### config.mk
export PLATFORM = sky130hd
export DESIGN_NAME = dcd_top
export DESIGN_NICKNAME = d
export VERILOG_FILES = /design/src/dcd_pkg.sv /design/src/dcd_top.sv /design/src/dcd_gate.sv /design/src/dcd_counter.sv
export SDC_FILE = /design/constraint.sdc
export NUM_CORES = 1
export LEC_CHECK = 0
export ABC_AREA = 1
export BUFFER_PORTS_ARGS = -buffer_cell sky130_fd_sc_hd__buf_2
export CAP_MARGIN = 20
export CORE_MARGIN = 2
export CORE_UTILIZATION = 40
export DETAILED_ROUTE_END_ITERATION = 6
export SLEW_MARGIN = 5
export SYNTH_ARGS = -nofsm -noshare
export SYNTH_HDL_FRONTEND = slang
export SYNTH_HIERARCHICAL = 1
export SYNTH_SLANG_ARGS = --single-unit
### constraint.sdc
create_clock -name pclk -period 3.8 [get_ports pclk]
set_clock_uncertainty 0.05 [all_clocks]
set_input_delay 0 -clock pclk [delete_from_list [all_inputs] [get_ports pclk]]
set_output_delay 0 -clock pclk [all_outputs]
set_load 0.01 [all_outputs]
### src/dcd_pkg.sv
// Constants for the debug command decoder: command codes, APB map, field
// positions, reset values, counter modes and decoder states.
// Assumes one clock domain and a byte-level serial layer outside.
package dcd_pkg;
	// ==========================================================
	// Command codes
	localparam logic [7:0] CMD_REV = 8'h00;
	localparam logic [7:0] CMD_CNT_WR = 8'h01;
	localparam logic [7:0] CMD_STAT_RD = 8'h02;
	localparam logic [7:0] CMD_CNT_RD = 8'h03;
	localparam logic [7:0] CMD_CTL_WR = 8'h04;
	localparam logic [7:0] CMD_CTL_RD = 8'h05;
	localparam logic [7:0] CMD_PC_WR = 8'h06;
	localparam logic [7:0] CMD_PC_RD = 8'h07;
	localparam logic [7:0] CMD_REG_WR = 8'h08;
	localparam logic [7:0] CMD_REG_RD = 8'h09;
	localparam logic [7:0] CMD_PM_WR = 8'h0a;
	localparam logic [7:0] CMD_PM_RD = 8'h0b;
	localparam logic [7:0] CMD_DM_WR = 8'h0c;
	localparam logic [7:0] CMD_DM_RD = 8'h0d;
	localparam logic [7:0] CMD_CRC_RD = 8'h0e;
	localparam logic [7:0] CMD_STEP = 8'h10;
	localparam logic [7:0] CMD_STUFF = 8'h11;
	localparam logic [7:0] CMD_EXEC = 8'h12;
	localparam logic [7:0] CMD_LCR_WR = 8'h18;
	localparam logic [7:0] CMD_LCR_RD = 8'h19;
	localparam logic [7:0] CMD_BAUD_RD = 8'h1b;
	localparam logic [7:0] CMD_TM_WR = 8'hf0;
	localparam logic [7:0] CMD_TM_RD = 8'hf1;
	localparam logic [7:0] CMD_OPT_WR = 8'hf2;
	localparam logic [7:0] CMD_OPT_RD = 8'hf3;
	// ==========================================================
	// APB map
	localparam int APB_AW = 12;
	localparam logic [11:0] ADDR_CTRL = 12'h000;
	localparam logic [11:0] ADDR_STAT = 12'h004;
	localparam logic [11:0] ADDR_OPT = 12'h008;
	localparam logic [11:0] ADDR_CNT = 12'h00c;
	// ==========================================================
	// Fields and reset values
	localparam int CTL_DBG_BIT = 7;
	localparam int CTL_MODE_LSB = 4;
	localparam int OPT_RP_BIT = 0;
	localparam int OPT_IWP_BIT = 1;
	localparam int TM_FLASH_BIT = 0;
	localparam logic [4:0] OPT_ADDR_USER0 = 5'h00;
	localparam logic [7:0] CTL_RST = 8'h00;
	localparam logic [7:0] OPT_RST = 8'h00;
	localparam logic [7:0] LCR_RST = 8'h00;
	localparam logic [7:0] TM_RST = 8'h00;
	localparam logic [15:0] ALL_ONES = 16'hffff;
	// Abort break length in system clocks
	localparam logic [12:0] BRK_CYCLES = 13'h1000;
	// ==========================================================
	// Types
	typedef enum logic [1:0] {
		CM_OFF = 2'b00,
		CM_CYCLES = 2'b01,
		CM_ZERO = 2'b10,
		CM_PCMATCH = 2'b11
	} dcd_cmode_type;
	typedef enum logic [2:0] {
		ST_IDLE = 3'b000,
		ST_OPER = 3'b001,
		ST_REPLY = 3'b010,
		ST_FWD = 3'b011,
		ST_BRK = 3'b100
	} dcd_state_type;
endpackage : dcd_pkg

### src/dcd_top.sv
// Debug command decoder: parses command bytes from the serial layer,
// gates them by debug mode and read protect, answers reads, holds the
// debugger registers, and hands memory-type commands to a neighbour.
// Assumes the serial layer delivers bytes on pclk and reports line errors.
`timescale 1ns/1ps
`default_nettype none
module dcd_top
	import dcd_pkg::*;
#(
	parameter logic [15:0] REV_WORD = 16'h0100 // Arbitrary value
) (
	// Clock and reset
	input wire logic pclk,
	input wire logic presetn,
	// APB slave
	input wire logic psel,
	input wire logic penable,
	input wire logic pwrite,
	input wire logic [dcd_pkg::APB_AW-1:0] paddr,
	input wire logic [31:0] pwdata,
	output logic [31:0] prdata,
	output logic pready,
	output logic pslverr,
	// Received bytes from the serial layer
	input wire logic rx_valid,
	input wire logic [7:0] rx_data,
	input wire logic rx_err,
	// Reply bytes to the serial layer
	output logic tx_valid,
	output logic [7:0] tx_data,
	input wire logic tx_ready,
	output logic break_oe,
	// Serial layer state
	input wire logic [15:0] baud_reload,
	output logic [7:0] lcr,
	// Hand-off of memory-type commands
	output logic fwd_valid,
	output logic [7:0] fwd_cmd,
	output logic fwd_enable,
	output logic fwd_periph_only,
	input wire logic fwd_done,
	// CPU and pads
	input wire logic [15:0] pc,
	output logic break_request,
	input wire logic test_mode_pad,
	output logic flash_test_mode
);
	// ==========================================================
	// State
	dcd_state_type st_r, st_nxt;
	logic [7:0] ctl_r, opt_r, lcr_r, tm_r, op_r, cmd_r;
	logic en_r;
	logic [1:0] ops_left_r, rep_left_r;
	logic [15:0] reply_r;
	logic [12:0] brk_cnt_r;
	logic pad_s1_r, pad_s2_r, ftm_r;
	logic fwd_valid_r, fwd_en_r, fwd_po_r;
	logic [7:0] fwd_cmd_r;
	logic [31:0] prdata_r;
	logic [15:0] cnt;
	logic cnt_brk;
	// ==========================================================
	// Decode
	logic dbg, rp, iwp;
	logic g_known, g_en, g_fwd, g_po;
	logic [1:0] g_nops, g_nrep;
	logic rx_take, cmd_hit, last_op, tx_go, last_tx, wr_fire, load_rep;
	logic [7:0] cmd_now;
	logic en_now;
	logic [15:0] rep_raw, rep_val, op_word;
	logic [7:0] stat;
	assign dbg = ctl_r[CTL_DBG_BIT];
	assign rp = opt_r[OPT_RP_BIT];
	assign iwp = opt_r[OPT_IWP_BIT];
	assign rx_take = rx_valid & ~rx_err;
	assign cmd_hit = (st_r == ST_IDLE) & rx_take & g_known;
	assign last_op = (st_r == ST_OPER) & rx_take & (ops_left_r == 2'd1);
	assign tx_go = (st_r == ST_REPLY) & tx_ready;
	assign last_tx = tx_go & (rep_left_r == 2'd1);
	assign wr_fire = last_op & en_r;
	assign op_word = {op_r, rx_data};
	assign cmd_now = (st_r == ST_IDLE) ? rx_data : cmd_r;
	assign en_now = (st_r == ST_IDLE) ? g_en : en_r;
	assign stat = {dbg, 1'b0, rp, 4'h0, st_r == ST_FWD};
	assign load_rep = (cmd_hit & (g_nops == 2'd0) & (g_nrep != 2'd0)) |
		(last_op & (rep_left_r != 2'd0));
	dcd_gate u_gate (
		.code(rx_data),
		.dbg(dbg),
		.rp(rp),
		.known(g_known),
		.en(g_en),
		.fwd(g_fwd),
		.periph_only(g_po),
		.nops(g_nops),
		.nrep(g_nrep)
	);
	dcd_counter u_cnt (
		.pclk(pclk),
		.presetn(presetn),
		.load(wr_fire & (cmd_r == CMD_CNT_WR)),
		.load_val(op_word),
		.mode(dcd_cmode_type'(ctl_r[CTL_MODE_LSB+1:CTL_MODE_LSB])),
		.run(~dbg),
		.pc(pc),
		.cnt_r(cnt),
		.brk_r(cnt_brk)
	);
	// Reply word; single-byte replies sit in the high byte
	always_comb begin
		case (cmd_now)
			CMD_REV: rep_raw = REV_WORD;
			CMD_STAT_RD: rep_raw = {stat, 8'hff};
			CMD_CNT_RD: rep_raw = ~cnt;
			CMD_CTL_RD: rep_raw = {ctl_r, 8'hff};
			CMD_LCR_RD: rep_raw = {lcr_r, 8'hff};
			CMD_BAUD_RD: rep_raw = baud_reload;
			CMD_TM_RD: rep_raw = {tm_r, 8'hff};
			CMD_OPT_RD: rep_raw = (rx_data[4:0] == OPT_ADDR_USER0) ? {opt_r, 8'hff} : ALL_ONES;
			default: rep_raw = ALL_ONES;
		endcase
	end
	// A gated-off read answers all ones
	assign rep_val = en_now ? rep_raw : ALL_ONES;
	// ==========================================================
	// Sequencer
	always_comb begin
		st_nxt = st_r;
		case (st_r)
			ST_IDLE: begin
				if (cmd_hit) begin
					if (g_fwd)
						st_nxt = ST_FWD;
					else if (g_nops != 2'd0)
						st_nxt = ST_OPER;
					else if (g_nrep != 2'd0)
						st_nxt = ST_REPLY;
				end
			end
			ST_OPER: if (last_op) st_nxt = (rep_left_r != 2'd0) ? ST_REPLY : ST_IDLE;
			ST_REPLY: if (last_tx) st_nxt = ST_IDLE;
			ST_FWD: if (fwd_done) st_nxt = ST_IDLE;
			ST_BRK: if (brk_cnt_r == 13'h0000) st_nxt = ST_IDLE;
			default: st_nxt = ST_IDLE;
		endcase
		if (rx_err)
			st_nxt = ST_BRK;
	end
	always_ff @(posedge pclk or negedge presetn) begin
		if (!presetn) begin
			st_r <= ST_IDLE;
			cmd_r <= 8'h00;
			en_r <= 1'b0;
			op_r <= 8'h00;
			ops_left_r <= 2'd0;
			rep_left_r <= 2'd0;
			reply_r <= ALL_ONES;
			brk_cnt_r <= 13'h0000;
		end else begin
			st_r <= st_nxt;
			if (cmd_hit) begin
				cmd_r <= rx_data;
				en_r <= g_en;
				ops_left_r <= g_nops;
				rep_left_r <= g_nrep;
			end else if (st_r == ST_OPER && rx_take) begin
				op_r <= rx_data;
				ops_left_r <= ops_left_r - 2'd1;
			end else if (tx_go) begin
				rep_left_r <= rep_left_r - 2'd1;
			end
			if (load_rep)
				reply_r <= rep_val;
			else if (tx_go)
				reply_r <= {reply_r[7:0], 8'hff};
			if (rx_err)
				brk_cnt_r <= BRK_CYCLES - 13'h0001;
			else if (st_r == ST_BRK)
				brk_cnt_r <= brk_cnt_r - 13'h0001;
		end
	end
	// ==========================================================
	// Debugger registers
	logic apb_wr, hit_ctrl, hit_stat, hit_opt, hit_cnt, mapped;
	logic [7:0] ctl_nxt, opt_nxt;
	logic opt_wr;
	assign apb_wr = psel & penable & pwrite;
	assign hit_ctrl = (paddr == ADDR_CTRL);
	assign hit_stat = (paddr == ADDR_STAT);
	assign hit_opt = (paddr == ADDR_OPT);
	assign hit_cnt = (paddr == ADDR_CNT);
	assign mapped = hit_ctrl | hit_stat | hit_opt | hit_cnt;
	assign opt_wr = wr_fire & (cmd_r == CMD_OPT_WR) & (op_r[4:0] == OPT_ADDR_USER0);
	// Protect bits survive a command option write while read protect is on; an APB write replaces them
	assign opt_nxt = rp ? {rx_data[7:2], opt_r[1:0]} : rx_data;
	// A counter break enters debug mode and wins over any clear
	always_comb begin
		ctl_nxt = ctl_r;
		if (apb_wr && hit_ctrl)
			ctl_nxt = pwdata[7:0];
		if (wr_fire && cmd_r == CMD_CTL_WR)
			ctl_nxt = rx_data;
		if (cnt_brk)
			ctl_nxt[CTL_DBG_BIT] = 1'b1;
	end
	always_ff @(posedge pclk or negedge presetn) begin
		if (!presetn) begin
			ctl_r <= CTL_RST;
			opt_r <= OPT_RST;
			lcr_r <= LCR_RST;
			tm_r <= TM_RST;
		end else begin
			ctl_r <= ctl_nxt;
			if (opt_wr)
				opt_r <= opt_nxt;
			else if (apb_wr && hit_opt)
				opt_r <= pwdata[7:0];
			if (wr_fire && cmd_r == CMD_LCR_WR)
				lcr_r <= rx_data;
			if (wr_fire && cmd_r == CMD_TM_WR)
				tm_r <= rx_data;
		end
	end
	// ==========================================================
	// Pads, hand-off, APB read
	always_ff @(posedge pclk or negedge presetn) begin
		if (!presetn) begin
			pad_s1_r <= 1'b0;
			pad_s2_r <= 1'b0;
			ftm_r <= 1'b0;
			fwd_valid_r <= 1'b0;
			fwd_cmd_r <= 8'h00;
			fwd_en_r <= 1'b0;
			fwd_po_r <= 1'b0;
			prdata_r <= 32'h0000_0000;
		end else begin
			pad_s1_r <= test_mode_pad;
			pad_s2_r <= pad_s1_r;
			ftm_r <= (pad_s2_r & ~rp) | (tm_r[TM_FLASH_BIT] & ~iwp);
			fwd_valid_r <= cmd_hit & g_fwd;
			if (cmd_hit && g_fwd) begin
				fwd_cmd_r <= rx_data;
				fwd_en_r <= g_en;
				fwd_po_r <= g_po;
			end
			// Latched in the setup phase so the data come from a register
			if (psel && !penable)
				prdata_r <= hit_ctrl ? {24'h0, ctl_r} : hit_stat ? {24'h0, stat} :
					hit_opt ? {24'h0, opt_r} : hit_cnt ? {16'h0, cnt} : 32'h0;
		end
	end
	assign prdata = prdata_r;
	assign pready = 1'b1;
	assign pslverr = psel & penable & ~mapped;
	assign tx_valid = (st_r == ST_REPLY);
	assign tx_data = reply_r[15:8];
	assign break_oe = (st_r == ST_BRK);
	assign lcr = lcr_r;
	assign fwd_valid = fwd_valid_r;
	assign fwd_cmd = fwd_cmd_r;
	assign fwd_enable = fwd_en_r;
	assign fwd_periph_only = fwd_po_r;
	assign break_request = cnt_brk;
	assign flash_test_mode = ftm_r;
endmodule : dcd_top
`default_nettype wire

### src/dcd_gate.sv
// Command gate: classifies a command byte and decides if it may act.
// Assumes debug mode and read-protect levels from the same clock domain.
`timescale 1ns/1ps
`default_nettype none
module dcd_gate
	import dcd_pkg::*;
(
	// Inputs
	input wire logic [7:0] code,
	input wire logic dbg,
	input wire logic rp,
	// Classification
	output logic known,
	output logic en,
	output logic fwd,
	output logic periph_only,
	output logic [1:0] nops,
	output logic [1:0] nrep
);
	logic en_nd;
	logic rp_blk;

	always_comb begin
		known = 1'b1;
		en_nd = 1'b0;
		rp_blk = 1'b0;
		fwd = 1'b0;
		nops = 2'd0;
		nrep = 2'd0;
		case (code)
			CMD_REV: begin en_nd = 1'b1; nrep = 2'd2; end
			CMD_CNT_WR: nops = 2'd2;
			CMD_STAT_RD: begin en_nd = 1'b1; nrep = 2'd1; end
			CMD_CNT_RD: nrep = 2'd2;
			CMD_CTL_WR: begin en_nd = 1'b1; nops = 2'd1; end
			CMD_CTL_RD: begin en_nd = 1'b1; nrep = 2'd1; end
			CMD_PC_WR, CMD_PC_RD, CMD_PM_WR, CMD_PM_RD, CMD_DM_WR, CMD_DM_RD,
			CMD_STEP, CMD_STUFF, CMD_EXEC: begin fwd = 1'b1; rp_blk = 1'b1; end
			CMD_REG_WR, CMD_REG_RD, CMD_CRC_RD: fwd = 1'b1;
			CMD_LCR_WR, CMD_TM_WR: nops = 2'd1;
			CMD_LCR_RD, CMD_TM_RD: nrep = 2'd1;
			CMD_BAUD_RD: nrep = 2'd2;
			CMD_OPT_WR: nops = 2'd2;
			CMD_OPT_RD: begin nops = 2'd1; nrep = 2'd1; end
			default: known = 1'b0;
		endcase
	end

	// Outside debug mode only the open subset acts; protect blocks its list
	assign en = known & (dbg | en_nd) & ~(rp & rp_blk);
	// Register access under protect is limited to peripheral space
	assign periph_only = rp & ((code == CMD_REG_WR) | (code == CMD_REG_RD));
endmodule : dcd_gate
`default_nettype wire

### src/dcd_counter.sv
// Debug counter: 16-bit down counter with cycle, zero-break and PC-match modes.
// Assumes run is high while the CPU executes outside debug mode.
`timescale 1ns/1ps
`default_nettype none
module dcd_counter
	import dcd_pkg::*;
(
	// Clock and reset
	input wire logic pclk,
	input wire logic presetn,
	// Control
	input wire logic load,
	input wire logic [15:0] load_val,
	input wire dcd_pkg::dcd_cmode_type mode,
	input wire logic run,
	input wire logic [15:0] pc,
	// Results
	output logic [15:0] cnt_r,
	output logic brk_r
);
	logic run_d_r;
	logic start;
	logic nonzero;
	logic dec;

	assign start = run & ~run_d_r;
	assign nonzero = (cnt_r != 16'h0000);
	// Counts down from full so the inverted read looks like an up count
	assign dec = run & nonzero & ((mode == CM_CYCLES) | (mode == CM_ZERO));

	always_ff @(posedge pclk or negedge presetn) begin
		if (!presetn) begin
			cnt_r <= 16'h0000;
			run_d_r <= 1'b0;
			brk_r <= 1'b0;
		end else begin
			run_d_r <= run;
			if (load)
				cnt_r <= load_val;
			else if (start && mode == CM_CYCLES)
				cnt_r <= ALL_ONES;
			else if (dec)
				cnt_r <= cnt_r - 16'h0001;
			brk_r <= run & (((mode == CM_ZERO) & (cnt_r == 16'h0001)) |
				((mode == CM_PCMATCH) & (pc == cnt_r)));
		end
	end
endmodule : dcd_counter
`default_nettype wire

==> results.cfg <==
[timing]
setup_ws_ns = 0.634
max_slew_margin_pct = 32.1
period_needed_ns = 3.17
slew_viol_final = 0
setup_tns_ns = 0
rsz0062_at_grt = no
finalSetupViolCount = 0
finalCritPeriodShare_pct = 83.3
tightestPinTransition_ns = 1.01
fmax_ghz = 0.316
final-hold-violation-count = 0

[floorplanning]
die_area_um2 = 22800
io_pins = 159
die_h_um = 151
die_x_um = 151
start_util_pct = 40.9
row_count = 53
fp.coreArea_um2 = 21100

[min_path]
hold_path_class = in2reg

[setup_path]
crit_type = reg2reg
reg2reg_setup_slack_ns = 0.63
timing.rr.start = st_r[1]
crit_end = u_cnt/cnt_r[10]
reg2reg_to = u_cnt/cnt_r[10]
critPathArrivalTime_ns = 3.43
worst-path-max-fanout = 25
cp.required_ns = 4.07
start_kind = flip-flop
endpoint_kind = flip-flop
crit_start = st_r[1]
rr_worst_depth = 12

[clock_tree]
clock_sink_count = 133
ctsResizeCount = 0
clock_path_buffers = 2
clockRootBuffer = clkbuf_16
postCtsSetupRepairBufs = 0
clk_pin_slew_worst_paths_ns = 0.06
insertion_delay_ns = 0.42
cts_tree = built
htreeDepth = 4
cts_buffers = 17

[yosys]
yosys_warnings = 6
synth_top_area_share_pct = 33.9
synth_most_common_cell = nand2_1
synth-edff-count = 0
syn_area_per_cell_um2 = 6.97
synth_seq_cells = 133
synth_cell_types = 46
synth_common_cells = nand2_1, inv_1, nand3_1, nor2_1, dfrtp_1
syn_area_um2 = 8630
synth_top_area_cell = dfrtp_1
yosys-top-cells-area = dfrtp_1, nand2_1, nand3_1
syn_inst = 1239
synth-main-ff-cell = dfrtp_1
ys_seq_area_share_pct = 38.8
async_flop_share_pct = 100

[detailed_routing]
vias_per_cell = 5.13
wl_per_cell_um = 16.3
firstDrtPassIters = 7
wirelength_um = 27100
drc = 0
routed-via-count = 8534
drt_iter0_markers = 786
ant_nets = 0

[grt]
antenna_found_initial = 1
grt_use_total_pct = 24.3
grt_pass1_vias = 8200
overflow = 0
grt_max_degree = 68
grt_pass1_wl_um = 42400

[power_and_ir_drop]
p_per_area_nw_per_um2 = 343
peakVddDrop_uv = 273
leakagePower_nw = 5.31

[layout]
drive_above_1_share_pct = 18.1
stdcell_area_um2 = 10200
n_antenna_cell = 0
syn_to_final_growth_pct = 18.5
fin_nets = 1479

[placed_design]
dp_slack_ns = 0.724
gp_congestion = 0.917
hpwl_um = 19800
io_buffers = 117
place_area_um2 = 9320

[run_status]
outcome = completed

[flow_run]
cap_violations = 0
==> registers in the layout (all words and copies together) (netlist names), 3 cells and up <==
name and cells:
fwd_cmd 8, op_r 8, st_r 3, cmd_r 8, lcr 8, prdata 16, tm_r 8, u_cnt/cnt_r 16
reply_r 16, ctl_r 8, brk_cnt_r 13, opt_r 8
==> where the power goes <==
| part | internal, mW | switching (mW) | total, mW |
|---|---|---|---|
| clock network | 0.971 | 0.668 | 1.64 |
| registers | 1.46 | 0.0456 | 1.50 |
| logic | 0.124 | 0.237 | 0.361 |
==> cell families (layout without fill, tap and decap cells) <==
logic type	count (synthesis)	after routing	share of synthesized area, %
AO/OA/AOI/OAI	179	179	12.5
XOR/XNOR	2	2	0.203
adder cells (fa/ha/maj)	9	9	1.30
buffers and inverters	213	348	10.9
other	2	17	0.0870
flip-flops	133	133	38.8
AND/OR/NAND/NOR	701	701	36.3
==> critical path, stage by stage, from the launching register on <==
cell     delay, ns
dfrtp_1       0.44
nor3_2        0.28
nand2_2       0.26
nor2_2        0.20
nand2_1       0.15
nor3_1        0.20
inv_1         0.28
nand2_1       0.33
inv_2         0.23
nand2_4       0.36
o21ai_0       0.17
nand2_1       0.09
inv_1         0.03
==> repair_timing <==
action / CTS / global route
endpoints found under the hold margin: 117 / 0
hold buffers: 32 / 0
endpoints found under the setup margin: 0 / 0
==> layer usage <==
layer	GRT usage, %	share of wire [%]
met4	10.4	3.3
met3	4.34	6.7
met5	0	0.044
met2	38.9	46
met1	32.5	44
==> worst min-delay path by stage <==
stage	from	end	slack (ns)	depth (start not counted)
6_report	baud_reload[11]	reply_r[11]	0.02	7
5_1_grt	baud_reload[11]	reply_r[11]	0.04	7
4_1_cts	baud_reload[11]	reply_r[11]	0.007	7
3_5_place_dp	presetn	u_cnt/cnt_r[15]	0.009	1
3_3_place_gp	presetn	u_cnt/cnt_r[15]	0.01	1
2_1_floorplan	presetn	brk_cnt_r[0]	-0.35	0
==> per-stage QoR <==
step / hold WS, ns / std cells / utilization, % / total power, mW
floorplan: -0.346 / 1254 / - / 1.71
global placement: 0.0130 / 1600 / 44.2 / 1.86
detailed placement: 0.00871 / 1600 / 44.2 / 1.86
CTS: 0.00706 / 1664 / 48.5 / 3.52
global route: 0.0410 / 1664 / 48.5 / 3.64
finish: 0.0246 / 1664 / 48.5 / 3.50
==> placed cells by master (no fill, tap or decap), types with 13 or more instances in the layout <==
cell / n
nor3_1: 14
nor2_2: 18
dfstp_2: 16
dfrtp_1: 117
nand2_1: 356
nand2_2: 13
clkbuf_16: 17
o21ai_0: 90
conb_1: 17
buf_2: 116
o211ai_1: 13
inv_1: 155
a21oi_1: 19
nor2_1: 123
dlygate4sd3_1: 32
nand3_1: 130
==> area by class of cell <==
type,instances,area [µm²]
well taps,275,344
multi-input cells,908,4400
repair buffers,152,935
clock buffers,18,429
inverters,164,616
flip-flops and latches,133,3350
fillers,2178,10900
clock inverters,14,151
(Power assumes the default switching activity.)
